--- src/rtl/adcsr_defines.svh ---
// shared addresses, field masks, defaults and counts of the register bank
`ifndef ADCSR_DEFINES_SVH
`define ADCSR_DEFINES_SVH

// ****************************************************************
// register addresses (13-bit serial address space)
// ****************************************************************
`define ADCSR_ADDR_PORTCFG 13'h000
`define ADCSR_ADDR_PARTID 13'h001
`define ADCSR_ADDR_GRADE 13'h002
`define ADCSR_ADDR_CHSEL 13'h005
`define ADCSR_ADDR_XFER 13'h0ff
`define ADCSR_BAND_LO 13'h008
`define ADCSR_BAND_HI 13'h018

// ****************************************************************
// fields and defaults
// ****************************************************************
`define ADCSR_PORTCFG_DEF 8'h18
`define ADCSR_PORTCFG_LSB_MASK 8'h42
`define ADCSR_PORTCFG_SRST_MASK 8'h24
`define ADCSR_CHSEL_DEF 2'h3
`define ADCSR_CHSEL_ONLY_B 2'h2
`define ADCSR_CHSEL_BOTH 2'h3
`define ADCSR_XFER_CMD 8'h01
`define ADCSR_GRADE_LSB 4
`define ADCSR_DEF_IDX_CLK 5'h01
`define ADCSR_DEF_CLK 8'h01
`define ADCSR_DEF_IDX_VREF 5'h10
`define ADCSR_DEF_VREF 8'hc0

// ****************************************************************
// serial frame counts
// ****************************************************************
`define ADCSR_INSTR_LAST 4'hf
`define ADCSR_BYTE_LAST 4'h7
`define ADCSR_WLEN_STREAM 2'h3

`endif

--- src/rtl/adcsr_pkg.sv ---
// types shared by the register bank modules
package adcsr_pkg;

   // frame phase of the serial port
   typedef enum logic [1:0]
   {
      PH_INSTR,
      PH_DATA,
      PH_DONE
   } adcsr_phase_e;

endpackage

--- src/rtl/adcsr_reg_bank.sv ---
// serial-programmed configuration register bank with shadowed band
`include "adcsr_defines.svh"

// Operation
// RULE1 - host zeroes unassigned bits on writes
// RULE2 - host never writes fully unassigned addresses
// RULE3 - reset loads documented defaults before access
// RULE4 - band 0x08-0x18 writes hit holding copy
// RULE5 - writing 0x01 to 0xFF commits all holding
// RULE6 - transfer bit clears itself after update
// RULE7 - local registers per channel, picked by 0x05
// RULE8 - both select bits write both channels
// RULE9 - both bits set on read returns A
// RULE10 - global registers ignore channel select bits
// RULE11 - port config mirrored nibbles, default 0x18
// RULE12 - channel select B bit1, A bit0, 0x03
// RULE13 - MSB first by default, LSB bit switches
// RULE14 - soft reset restores defaults, self-clears
module adcsr_reg_bank #(
   parameter logic [7:0] PART_ID = 8'h5a, // arbitrary identity value
   parameter logic [1:0] GRADE = 2'h0,
   parameter int N_REGS = 17,
   parameter logic [16:0] LOCAL_MASK = 17'h00161
)(
   // clock and reset
   input wire logic mclk,
   input wire logic rst_n,
   // serial port pins
   input wire logic sclk,
   input wire logic csb,
   input wire logic sdio_i,
   output logic sdio_o,
   output logic sdio_oe,
   // active configuration of the shadowed band
   output logic [2*N_REGS*8-1:0] active_cfg
);

   localparam int IDX_W = 5;

   typedef struct packed {
      logic csb_s1, csb_s2;
      logic sclk_s1, sclk_s2, sclk_s3;
      logic sdio_s1, sdio_s2;
      adcsr_pkg::adcsr_phase_e ph;
      logic [3:0] bit_cnt;
      logic [15:0] sr;
      logic rw;
      logic [1:0] wlen;
      logic [1:0] byte_cnt;
      logic [12:0] addr;
      logic lsb_first;
      logic [1:0] chan_sel;
      logic xfer, rd_band;
      logic [7:0] rd_small, out_sr;
      logic sdio_o, sdio_oe;
   } adcsr_top_s;

   // ****************************************************************
   // address decoding helpers
   // ****************************************************************

   // true inside the shadowed band
   function automatic logic adcsr_in_band(input logic [12:0] a);
      return (a >= `ADCSR_BAND_LO) && (a <= `ADCSR_BAND_HI);
   endfunction

   // index of a band address into the bank
   function automatic logic [IDX_W-1:0] adcsr_idx(input logic [12:0] a);
      logic [12:0] off;
      off = a - `ADCSR_BAND_LO;
      return off[IDX_W-1:0];
   endfunction

   // local registers are duplicated per channel
   function automatic logic adcsr_is_local(input logic [12:0] a);
      return adcsr_in_band(a) && LOCAL_MASK[adcsr_idx(a)];
   endfunction

   // readback of the registers held outside the bank
   function automatic logic [7:0] adcsr_small_rd(input logic [12:0] a,
      input logic lsb, input logic [1:0] chs, input logic xf);
      logic [7:0] r;
      r = 8'h00;
      unique case (a)
         `ADCSR_ADDR_PORTCFG: r = `ADCSR_PORTCFG_DEF |
            (lsb ? `ADCSR_PORTCFG_LSB_MASK : 8'h00); // see RULE11
         `ADCSR_ADDR_PARTID: r = PART_ID;
         `ADCSR_ADDR_GRADE: r = 8'(GRADE) << `ADCSR_GRADE_LSB;
         `ADCSR_ADDR_CHSEL: r = {6'h00, chs};
         `ADCSR_ADDR_XFER: r = {7'h00, xf};
         default: r = 8'h00; // unsupported locations read zero
      endcase
      return r;
   endfunction

   localparam adcsr_top_s RST_VAL = '{
      csb_s1: 1'b1, csb_s2: 1'b1, ph: adcsr_pkg::PH_INSTR,
      lsb_first: 1'b0, // see RULE13
      chan_sel: `ADCSR_CHSEL_DEF, // see RULE12
      default: '0
   };

   adcsr_top_s q, d;
   logic rise, fall, rd_en, wr_en, rd_chan_b, xfer_p, clr;
   logic [15:0] nb;
   logic [7:0] byte_v, ld, wr_data, bank_rdata;
   logic [12:0] nxt_addr, rd_a;
   logic [IDX_W-1:0] wr_idx;
   logic [1:0] wr_mask;

   // ****************************************************************
   // serial frame engine and register writes
   // ****************************************************************

   // pins pass two flops; edges are found on the settled copies only
   always_comb
   begin
      d = q;
      rd_en = 1'b0;
      rd_a = '0;
      wr_en = 1'b0;
      wr_idx = '0;
      wr_mask = '0;
      wr_data = '0;
      rd_chan_b = 1'b0;
      xfer_p = 1'b0;
      clr = 1'b0;
      ld = '0;
      d.csb_s1 = csb;
      d.csb_s2 = q.csb_s1;
      d.sclk_s1 = sclk;
      d.sclk_s2 = q.sclk_s1;
      d.sclk_s3 = q.sclk_s2;
      d.sdio_s1 = sdio_i;
      d.sdio_s2 = q.sdio_s1;
      d.xfer = 1'b0; // see RULE6
      rise = q.sclk_s2 & ~q.sclk_s3;
      fall = ~q.sclk_s2 & q.sclk_s3;
      // shift direction follows the port config bit
      nb = q.lsb_first ? {q.sdio_s2, q.sr[15:1]}
                       : {q.sr[14:0], q.sdio_s2}; // see RULE13
      byte_v = q.lsb_first ? nb[15:8] : nb[7:0];
      nxt_addr = q.lsb_first ? q.addr + 13'h0001 : q.addr - 13'h0001;
      if (q.csb_s2)
      begin
         d.ph = adcsr_pkg::PH_INSTR;
         d.bit_cnt = '0;
         d.sdio_oe = 1'b0;
      end
      else if (rise)
      begin
         d.sr = nb;
         d.bit_cnt = q.bit_cnt + 4'h1;
         unique case (q.ph)
            adcsr_pkg::PH_INSTR:
            begin
               if (q.bit_cnt == `ADCSR_INSTR_LAST)
               begin
                  d.rw = nb[15];
                  d.wlen = nb[14:13];
                  d.addr = nb[12:0];
                  d.ph = adcsr_pkg::PH_DATA;
                  d.bit_cnt = '0;
                  d.byte_cnt = '0;
                  rd_en = nb[15];
                  rd_a = nb[12:0];
               end
            end
            adcsr_pkg::PH_DATA:
            begin
               if (q.bit_cnt == `ADCSR_BYTE_LAST)
               begin
                  d.bit_cnt = '0;
                  d.addr = nxt_addr;
                  d.byte_cnt = q.byte_cnt + 2'h1;
                  if (!q.rw && adcsr_in_band(q.addr))
                  begin
                     wr_en = 1'b1;
                     wr_idx = adcsr_idx(q.addr);
                     wr_data = byte_v;
                     // globals ignore the select bits
                     wr_mask = adcsr_is_local(q.addr) ? q.chan_sel
                               : `ADCSR_CHSEL_BOTH; // see RULE7 see RULE10
                  end
                  else if (!q.rw)
                  begin
                     unique case (q.addr)
                        `ADCSR_ADDR_PORTCFG:
                        begin
                           if ((byte_v & `ADCSR_PORTCFG_SRST_MASK) != 8'h00)
                           begin
                              // bit is never stored, so it reads back zero
                              clr = 1'b1; // see RULE14
                              d.lsb_first = 1'b0;
                              d.chan_sel = `ADCSR_CHSEL_DEF;
                           end
                           else
                           begin
                              d.lsb_first = |(byte_v &
                                 `ADCSR_PORTCFG_LSB_MASK); // see RULE11
                           end
                        end
                        `ADCSR_ADDR_CHSEL: d.chan_sel = byte_v[1:0];
                        `ADCSR_ADDR_XFER:
                        begin
                           if (byte_v == `ADCSR_XFER_CMD)
                           begin
                              xfer_p = 1'b1; // see RULE5
                              d.xfer = 1'b1;
                           end
                        end
                        default: ; // read-only or unsupported: ignored
                     endcase
                  end
                  if (q.wlen != `ADCSR_WLEN_STREAM && q.byte_cnt == q.wlen)
                  begin
                     d.ph = adcsr_pkg::PH_DONE;
                  end
                  else
                  begin
                     rd_en = q.rw;
                     rd_a = nxt_addr;
                  end
               end
            end
            adcsr_pkg::PH_DONE: ; // extra clocks until csb rises
         endcase
      end
      else if (fall)
      begin
         // read data changes on the falling edge, held over the rise
         if (q.ph == adcsr_pkg::PH_DATA && q.rw)
         begin
            d.sdio_oe = 1'b1;
            if (q.bit_cnt == 4'h0)
            begin
               ld = q.rd_band ? bank_rdata : q.rd_small;
               d.sdio_o = q.lsb_first ? ld[0] : ld[7];
               d.out_sr = q.lsb_first ? {1'b0, ld[7:1]} : {ld[6:0], 1'b0};
            end
            else
            begin
               d.sdio_o = q.lsb_first ? q.out_sr[0] : q.out_sr[7];
               d.out_sr = q.lsb_first ? {1'b0, q.out_sr[7:1]}
                                      : {q.out_sr[6:0], 1'b0};
            end
         end
         else
         begin
            d.sdio_oe = 1'b0;
         end
      end
      // read fetch: both copies set returns channel a
      if (rd_en)
      begin
         d.rd_band = adcsr_in_band(rd_a);
         d.rd_small = adcsr_small_rd(rd_a, d.lsb_first, d.chan_sel, q.xfer);
         rd_chan_b = adcsr_is_local(rd_a) &&
                     q.chan_sel == `ADCSR_CHSEL_ONLY_B; // see RULE9
      end
   end

   // single register stage for all top-level state
   always_ff @(posedge mclk)
   begin
      if (!rst_n)
      begin
         q <= RST_VAL; // see RULE3
      end
      else
      begin
         q <= d;
      end
   end

   // ****************************************************************
   // shadowed band storage
   // ****************************************************************

   adcsr_shadow_bank #(.N_REGS(N_REGS), .IDX_W(IDX_W)) u_bank (
      .mclk(mclk),
      .rst_n(rst_n),
      .clr(clr),
      .wr_en(wr_en),
      .wr_idx(wr_idx),
      .wr_data(wr_data),
      .wr_mask(wr_mask),
      .xfer(xfer_p),
      .rd_en(rd_en),
      .rd_idx(adcsr_idx(rd_a)),
      .rd_chan_b(rd_chan_b),
      .rd_data(bank_rdata),
      .active_cfg(active_cfg)
   );

   assign sdio_o = q.sdio_o;
   assign sdio_oe = q.sdio_oe;

endmodule

--- src/rtl/adcsr_shadow_bank.sv ---
// holding and active copies of the shadowed band, one set per channel
`include "adcsr_defines.svh"

module adcsr_shadow_bank #(
   parameter int N_REGS = 17,
   parameter int IDX_W = 5
)(
   // clock and reset
   input wire logic mclk,
   input wire logic rst_n,
   input wire logic clr,
   // host write into the holding copies
   input wire logic wr_en,
   input wire logic [IDX_W-1:0] wr_idx,
   input wire logic [7:0] wr_data,
   input wire logic [1:0] wr_mask,
   // commit of holding into active
   input wire logic xfer,
   // registered readback of the holding copy
   input wire logic rd_en,
   input wire logic [IDX_W-1:0] rd_idx,
   input wire logic rd_chan_b,
   output logic [7:0] rd_data,
   // active configuration, channel b in the upper half
   output logic [2*N_REGS*8-1:0] active_cfg
);

   typedef struct packed {
      logic [1:0][N_REGS-1:0][7:0] hold;
      logic [1:0][N_REGS-1:0][7:0] act;
      logic [7:0] rdata;
   } adcsr_bank_s;

   // default image, used at reset and by soft reset
   function automatic adcsr_bank_s adcsr_defaults();
      adcsr_bank_s v;
      v = '0;
      for (int ch = 0; ch < 2; ch++)
      begin
         v.hold[ch][`ADCSR_DEF_IDX_CLK] = `ADCSR_DEF_CLK;
         v.hold[ch][`ADCSR_DEF_IDX_VREF] = `ADCSR_DEF_VREF;
      end
      v.act = v.hold;
      return v;
   endfunction

   localparam adcsr_bank_s RST_VAL = adcsr_defaults();

   adcsr_bank_s q, d;

   // writes land only in the holding copy; active moves as one block
   always_comb
   begin
      d = q;
      if (clr)
      begin
         d = RST_VAL; // see RULE14
      end
      else
      begin
         for (int ch = 0; ch < 2; ch++)
         begin
            if (wr_en && wr_mask[ch])
            begin
               d.hold[ch][wr_idx] = wr_data; // see RULE4 see RULE8
            end
         end
         if (xfer)
         begin
            d.act = q.hold; // see RULE5
         end
         if (rd_en)
         begin
            d.rdata = q.hold[rd_chan_b][rd_idx];
         end
      end
   end

   // single register stage for all bank state
   always_ff @(posedge mclk)
   begin
      if (!rst_n)
      begin
         q <= RST_VAL; // see RULE3
      end
      else
      begin
         q <= d;
      end
   end

   assign rd_data = q.rdata;
   assign active_cfg = q.act;

endmodule
--- config.mk ---
export PLATFORM = sky130hd
export DESIGN_NAME = adcsr_reg_bank
export DESIGN_NICKNAME = d
export VERILOG_FILES = /design/src/rtl/adcsr_pkg.sv /design/src/rtl/adcsr_reg_bank.sv /design/src/rtl/adcsr_shadow_bank.sv
export VERILOG_INCLUDE_DIRS = /design/src /design/src/rtl
export SDC_FILE = /design/constraint.sdc
export NUM_CORES = 1
export LEC_CHECK = 0
export ABC_CLOCK_PERIOD_IN_PS = 5700
export BUFFER_PORTS_ARGS = -buffer_cell sky130_fd_sc_hd__buf_4
export CAP_MARGIN = 5
export CORE_ASPECT_RATIO = 1.1
export CORE_UTILIZATION = 45
export CTS_BUF_LIST = sky130_fd_sc_hd__clkbuf_8 sky130_fd_sc_hd__clkbuf_16
export DETAILED_ROUTE_END_ITERATION = 10
export SYNTH_ARGS = -nofsm -noshare
export SYNTH_HDL_FRONTEND = slang
export SYNTH_SLANG_ARGS = --single-unit
export TNS_END_PERCENT = 5
--- constraint.sdc ---
create_clock -name mclk -period 5.7 [get_ports mclk]
set_clock_uncertainty 0.15 [all_clocks]
set_input_delay 1.14 -clock mclk [delete_from_list [all_inputs] [get_ports mclk]]
set_output_delay 1.14 -clock mclk [all_outputs]
set_load 0.02 [all_outputs]
==> impl_metrics.yaml, run 1 <==
synth:
  synth-async-reset-ratio_pct: 0
  synth.mux.area_fraction_pct: 5.76
  yosys.area_share.adder_pct: 1.09
  synth_cell_type_count: 96
  synth_top_cell_by_area: "sky130_fd_sc_hd__dfxtp_1"
  yosys_register_bits: 618
  synth-xor-area-share_pct: 0.186
  avg_synthesized_cell_area_um2: 7.78
  count_of_flip_flops_with_a_built_in_enable_after_synthesis: 0
  synth.area.top_cells: "sky130_fd_sc_hd__dfxtp_1 44%, sky130_fd_sc_hd__nand2_1 15%, sky130_fd_sc_hd__a21oi_1 9.7%"
  area_fraction_in_compound_gates_after_synthesis_pct: 16.7
  synth-simple-area-share_pct: 21.8
  ys_top_cells_by_count: "1094 x sky130_fd_sc_hd__nand2_1, 618 x sky130_fd_sc_hd__dfxtp_1, 545 x sky130_fd_sc_hd__a21oi_1"
  yosys_most_used_dff: "sky130_fd_sc_hd__dfxtp_1"
  synth_top_family_by_area: "simple AND/OR/NAND/NOR gates"
  yosysWarningCount: 0
  postSynthNetCount: 3660
  yosys.cell_count.top_type: "sky130_fd_sc_hd__nand2_1"
  synth_top_cell_area_share_pct: 43.8
  syn-cell-area_um2: 28300
  synthesis.instances: 3631
  synth-seq-area-share_pct: 43.8
floorplanning:
  boundaryPins: 279
  core_footprint_um2: 61600
  floorplan.initialDensity_pct: 45.9
  chipWidth_um: 241
  y_dimension_of_the_die_um: 265
  num_rows: 95
  die-area_um2: 63800
sta:
  maximum_operating_frequency_mhz: 195
  fin_tns_setup_ns: 0
  final_min_period_over_clock_period_pct: 90.1
  grt_setup_unrepaired: "no"
  timing.final.crit_period_ns: 5.13
  hold_violations: 0
  max_slew_margin_pct: 24.6
  tightestPinTransition_ns: 1.13
  finalSetupViolCount: 0
  final_max_slew_viol_count: 0
  post_route_worst_hold_slack_ns: 0.269
critical_path:
  worst_setup_path_end_kind: "flip-flop"
  critPathMaxFanout: 22
  r2r-start: "q[22]"
  r2r.worst_path.cells: 18
  setup.worst_path.class: "reg2reg"
  critPathArrivalTime_ns: 5.48
  worst-endpoint-required_ns: 6.05
  timing.rr.end: "u_bank.rd_data[6]"
  crit_path_start_kind: "flip-flop"
  setup.reg_to_reg.worst_slack_ns: 0.57
clocking:
  cts_resized: 0
  clk-insertion-delay-late_ns: 0.62
  clk_path_buf_depth: 3
  cts_root_buf: "sky130_fd_sc_hd__clkbuf_16"
  cts_htree_levels: 3
  path_clk_slew_ns: 0.06
  clock_sink_count: 618
  post_cts_hold_buffer_count: 0
  tritoncts: "yes"
  cts_setup_buffers: 0
  numCtsBuffers: 68
routing:
  route.antenna.remaining_nets: 0
  route.detailed.wl_per_inst_um: 22.7
  drt-pass1-iter-count: 7
  vias_per_cell: 5.68
  totalWireLength_mm: 100
  initialDrtViolationCount: 2508
  remaining_drc_errors: 0
  route.vias.total: 25069
place:
  placedInstanceArea_um2: 29100
  dp_hpwl_mm: 71.4
  finalWeightedCongestion: 0.996
  portBuffers: 278
  numPlacedInstances: 4299
status:
  status: "complete, no violations"
cells_and_area:
  final_layout_size_suffix_gt1_share_pct: 14.0
  finalNetCount: 3574
  final_core_utilization_pct: 50.7
  area_growth_pct: 10.5
  stdcell_count: 4416
  n_antenna_cell: 0
  final_area_um2: 31200
hold_path:
  holdPathStages: 1
  worst_hold_path_type: "reg2reg"
  worst_hold_path.endpoint: "q[68]"
  holdCritStartpoint: "d[68]"
pwr:
  powerDensity_nw_per_um2: 281
  power.leakage_uw: 0.0110
  vdd.ir_drop.worst_v: 0.000171
global_routing:
  grtUsageTotal_pct: 30.8
  overflow: 0
  initial_antenna_violation_count: 1
  grt_first_pass_wirelength_mm: 149
  maximum_number_of_pins_on_one_net_before_global_route_repair: 176
  via_count_of_the_first_global_routing_pass: 23057
job:
  max_cap_violations: 0
==> routing by layer <==
layer / up-vias / routed length, µm / GRT usage [%]
li1: 11823 / - / -
met1: 12000 / 44000 / 42.5
met2: 1021 / 44400 / 46.7
met3: 223 / 7230 / 5.35
met4: 2 / 4640 / 14.2
met5: - / 11 / 0
==> worst max-delay path, stage by stage (launching register included) <==
cell and delay, ns:
sky130_fd_sc_hd__dfxtp_2 0.32, sky130_fd_sc_hd__clkinv_1 0.28, sky130_fd_sc_hd__fa_1 0.56, sky130_fd_sc_hd__a211oi_2 0.31
sky130_fd_sc_hd__nor2_1 0.10, sky130_fd_sc_hd__and2_1 0.19, sky130_fd_sc_hd__o32a_1 0.38, sky130_fd_sc_hd__nor2_1 0.18
sky130_fd_sc_hd__inv_1 0.07, sky130_fd_sc_hd__ha_1 0.22, sky130_fd_sc_hd__a21oi_1 0.13, sky130_fd_sc_hd__a41o_1 0.16
sky130_fd_sc_hd__o2111ai_4 0.15, sky130_fd_sc_hd__nor2_4 0.44, sky130_fd_sc_hd__buf_4 0.45, sky130_fd_sc_hd__mux2i_1 0.27
sky130_fd_sc_hd__nor3_1 0.07, sky130_fd_sc_hd__a2111oi_0 0.45, sky130_fd_sc_hd__a21oi_1 0.12
==> worst max-delay path by stage <==
stage	start	end	slack, ns
final	q[22]	u_bank.rd_data[6]	0.57
after global routing	q[22]	u_bank.rd_data[6]	0.20
after CTS	q[22]	u_bank.rd_data[6]	0.58
after detailed placement	q[22]	u_bank.rd_data[6]	0.59
after global placement	q[22]	u_bank.rd_data[6]	0.68
after floorplan	q[57]	u_bank.rd_data[5]	0.63
==> logic make-up (layout without fill, tap and decap cells) <==
logic type / count (synthesis) / in the layout
fa+ha+maj: 24 / 24
buf+inv: 520 / 481
xor+xnor: 6 / 6
compound gates: 806 / 806
mux: 153 / 153
simple gates: 1504 / 1504
flops: 618 / 618
==> sequential cells by signal, summed over array words and instances, names as in the netlist <==
name               flops
u_bank.active_cfg    272
u_bank.q             272
q                     60
u_bank.rd_data         8
d                      4
sdio_o                 1
sdio_oe                1
==> through the flow <==
| stage | setup WS [ns] | total power (µW) |
|---|---|---|
| after floorplan | 0.632 | 4490 |
| after global placement | 0.675 | 4520 |
| after detailed placement | 0.591 | 4520 |
| after CTS | 0.581 | 8830 |
| after global routing | 0.202 | 9000 |
| final | 0.567 | 8770 |
==> cell usage in the layout, fill, tap and decap left out, types with 23 or more instances in the layout <==
cell type / n
sky130_fd_sc_hd__o21ai_0: 45
sky130_fd_sc_hd__nand3_1: 50
sky130_fd_sc_hd__a21oi_1: 544
sky130_fd_sc_hd__nor2_1: 196
sky130_fd_sc_hd__ha_1: 23
sky130_fd_sc_hd__nor3_1: 31
sky130_fd_sc_hd__inv_1: 34
sky130_fd_sc_hd__o211ai_1: 31
sky130_fd_sc_hd__clkbuf_16: 70
sky130_fd_sc_hd__nand2_1: 1094
sky130_fd_sc_hd__a211oi_1: 47
sky130_fd_sc_hd__and3_1: 24
sky130_fd_sc_hd__buf_4: 334
sky130_fd_sc_hd__mux2i_1: 134
sky130_fd_sc_hd__dfxtp_1: 617
==> layout make-up <==
| cell class | instances | area [µm²] |
|---|---|---|
| Inverter | 23 | 86.3 |
| Clock buffer | 79 | 1880 |
| Sequential cell | 618 | 12400 |
| Timing Repair Buffer | 341 | 2650 |
| Multi-Input combinational cell | 2493 | 12900 |
| Clock inverter | 38 | 294 |
| Tap cell | 824 | 1030 |
| Fill cell | 6144 | 30300 |
==> report_power, final <==
group	switching, µW	internal, µW	leakage, µW
Sequential	3.77	4320	0.00498
Combinational	84.1	17.9	0.00494
Clock	1850	2490	0.00114
Power figures use the tool's default switching activity.
==> inputs of run 2 (changes only) <==
SYNTH_HIERARCHICAL = 1   (was not set)
==> run 2 against run 1 <==
Effect of this change:
- hold slack better by 0.00080 ns
- setup slack worse by 0.026 ns
- final cell count is 11% lower
- non-clock buffer count is 7 lower
- register-to-register slack worse by 0.03 ns
- routed wire length is 11% lower
- sequential cell count stayed put
- critical path depth stayed put
- maximum frequency is 0.51% lower
- highest routed layer is now met4
==> impl_metrics.yaml, run 2 <==
routing:
  totalWireLength_mm: 89.2
  initialDrtViolationCount: 2434
  remaining_drc_errors: 0
  route.detailed.wl_per_inst_um: 22.6
  top_signal_layer_used: "met4"
  route.vias.total: 22743
  wl_met2_mm: 41.1
  vias_per_cell: 5.77
  drt-pass1-iter-count: 6
  wl_met1_mm: 38.1
  met3RoutedLength_mm: 7.27
  route.antenna.remaining_nets: 0
synth:
  synth-async-reset-ratio_pct: 0
  synthesis.instances: 3171
  synth_top_cell_by_area: "sky130_fd_sc_hd__dfxtp_1"
  synth.area.top_cells: "sky130_fd_sc_hd__dfxtp_1 43%, sky130_fd_sc_hd__mux2i_1 12%, sky130_fd_sc_hd__buf_4 7.4%"
  ys_top_cells_by_count: "618 x sky130_fd_sc_hd__dfxtp_1, 377 x sky130_fd_sc_hd__nor2_1, 352 x sky130_fd_sc_hd__mux2i_1"
  count_of_flip_flops_with_a_built_in_enable_after_synthesis: 0
  synth_cell_type_count: 88
  avg_synthesized_cell_area_um2: 9.02
  postSynthNetCount: 3200
  synth_top_cell_area_share_pct: 43.3
  yosys_most_used_dff: "sky130_fd_sc_hd__dfxtp_1"
  syn-cell-area_um2: 28600
  yosys.cell_count.top_type: "sky130_fd_sc_hd__dfxtp_1"
  yosysWarningCount: 6
  synth-seq-area-share_pct: 43.3
  yosys_register_bits: 618
critical_path:
  r2r-start: "q[22]"
  setup.worst_path.class: "reg2reg"
  crit_path_start_kind: "flip-flop"
  worst_setup_path_end_kind: "flip-flop"
  biggest_cell_delay_along_the_critical_path_ns: 0.45
  worstPathCellList: "inv_1 -> buf_4 -> ha_1 -> a21o_1 -> a21oi_1 -> xnor2_1 -> a31oi_1 -> inv_1 -> ha_1 -> or2_2 -> o2bb2ai_1 -> a2111oi_2 -> and4b_4 -> buf_12 -> mux4_1 -> mux2_2 -> a221o_1 -> a32o_1"
  critPathArrivalTime_ns: 5.52
  setup.reg_to_reg.worst_slack_ns: 0.54
  critPathMaxFanout: 42
  worst-endpoint-required_ns: 6.06
  slowest_stage: "sky130_fd_sc_hd__a31oi_1"
  critical_path.startpoint: "q[22]"
sta:
  final_min_period_over_clock_period_pct: 90.5
  maximum_operating_frequency_mhz: 194
  max_slew_margin_pct: 15.8
  finalSetupViolCount: 0
  fin_tns_setup_ns: 0
  final_max_slew_viol_count: 0
  hold_violations: 0
  grt_setup_unrepaired: "no"
  tightestPinTransition_ns: 1.26
  post_route_worst_hold_slack_ns: 0.270
  timing.final.crit_period_ns: 5.16
cells_and_area:
  most-common-layout-cells: "618 x sky130_fd_sc_hd__dfxtp_1, 370 x sky130_fd_sc_hd__nor2_1, 352 x sky130_fd_sc_hd__mux2i_1"
  layout_commonest_cell: "sky130_fd_sc_hd__dfxtp_1"
  finalNetCount: 3089
  stdcell_count: 3940
  layout.filler_cells: 5791
  area_growth_pct: 9.90
  final_layout_size_suffix_gt1_share_pct: 17.2
place:
  finalWeightedCongestion: 0.937
  portBuffers: 278
  numPlacedInstances: 3823
  dp_hpwl_mm: 63.8
clocking:
  numCtsBuffers: 68
  post_cts_hold_buffer_count: 0
  tritoncts: "yes"
  path_clk_slew_ns: 0.06
  cts_htree_levels: 3
  cts_setup_buffers: 0
  clk-insertion-delay-late_ns: 0.62
  cts_resized: 0
  clk_path_buf_depth: 3
  cts_root_buf: "sky130_fd_sc_hd__clkbuf_16"
  clock_sink_count: 618
global_routing:
  initial_antenna_violation_count: 1
  grt_first_pass_wirelength_mm: 134
  overflow: 0
  maximum_number_of_pins_on_one_net_before_global_route_repair: 125
  via_count_of_the_first_global_routing_pass: 21261
  grtUsageTotal_pct: 26.9
floorplanning:
  chipWidth_um: 242
  die-area_um2: 64500
  floorplan.initialDensity_pct: 45.7
  y_dimension_of_the_die_um: 266
  boundaryPins: 279
  num_rows: 96
  core_footprint_um2: 62600
pwr:
  powerDensity_nw_per_um2: 277
  vdd.ir_drop.worst_v: 0.000246
  power.leakage_uw: 0.0116
hold_path:
  worst_hold_path_type: "reg2reg"
  holdCritStartpoint: "d[68]"
job:
  max_cap_violations: 0
status:
  status: "complete, no violations"
[run 2: cell types whose count changed after synthesis, moves of 39 or more]
cell	delta
sky130_fd_sc_hd__a211oi_1	-39
sky130_fd_sc_hd__a21oi_1	-269
sky130_fd_sc_hd__mux2i_1	+218
sky130_fd_sc_hd__nand2_1	-764
sky130_fd_sc_hd__nor2_1	+174
sky130_fd_sc_hd__o21ai_0	+179
[run 2: layout make-up]
type                            count  area, µm²  share of cell area [%]
Multi-Input combinational cell   2005      13100                    41.7
Antenna cell                        1       2.50                 0.00797
Clock buffer                       77       1860                    5.92
Inverter                           33        124                   0.394
Timing Repair Buffer              334       2620                    8.34
Clock inverter                     39        290                   0.924
Tap cell                          833       1040                    3.32
Sequential cell                   618      12400                    39.4
[run 2: worst paths after layout]
check        cells past startpoint                 to
min                              1              q[68]
min reg2reg                      1              q[68]
max                             18  u_bank/rd_data[2]
max reg2reg                     18  u_bank/rd_data[2]
[run 2: per-layer routing]
layer | vias up | track usage [%]
li1 | 10489 | -
met1 | 11080 | 36.5
met2 | 1036 | 42.9
met3 | 138 | 4.38
met4 | 0 | 9.68
met5 | - | 0
[run 2: critical path: cells and delay by family, from the launching register on]
family / cells / cell delay, ns
simple gates: 2 / 0.62
mux: 2 / 0.61
flops: 1 / 0.32
compound gates: 7 / 1.95
buf+inv: 4 / 0.65
fa+ha+maj: 2 / 0.55
xor+xnor: 1 / 0.16
[run 2: metrics by stage]
stage          cell area [µm²]  total power, µW  worst slack, ns  utilization, %
2_1_floorplan            28600             4490            0.396               -
3_3_place_gp             29300             4520            0.633            46.8
3_5_place_dp             29300             4520            0.618            46.8
4_1_cts                  31400             8770            0.605            50.2
5_1_grt                  31400             8950            0.375            50.2
6_report                 31400             8700            0.541            50.2
[run 2: report_power, final]
part | total, µW | internal, µW | switching, µW
logic | 95.8 | 16.6 | 79.2
clock network | 4280 | 2470 | 1800
registers | 4330 | 4320 | 3.24
[run 2: cell families after synthesis]
kind of cell | Yosys count | synth area share [%]
AO/OA/AOI/OAI | 648 | 13.4
multiplexers | 416 | 16.8
adder cells (fa/ha/maj) | 24 | 1.08
AND/OR/NAND/NOR | 907 | 13.8
XOR/XNOR | 10 | 0.306
flip-flops | 618 | 43.3
buffers and inverters | 548 | 11.3
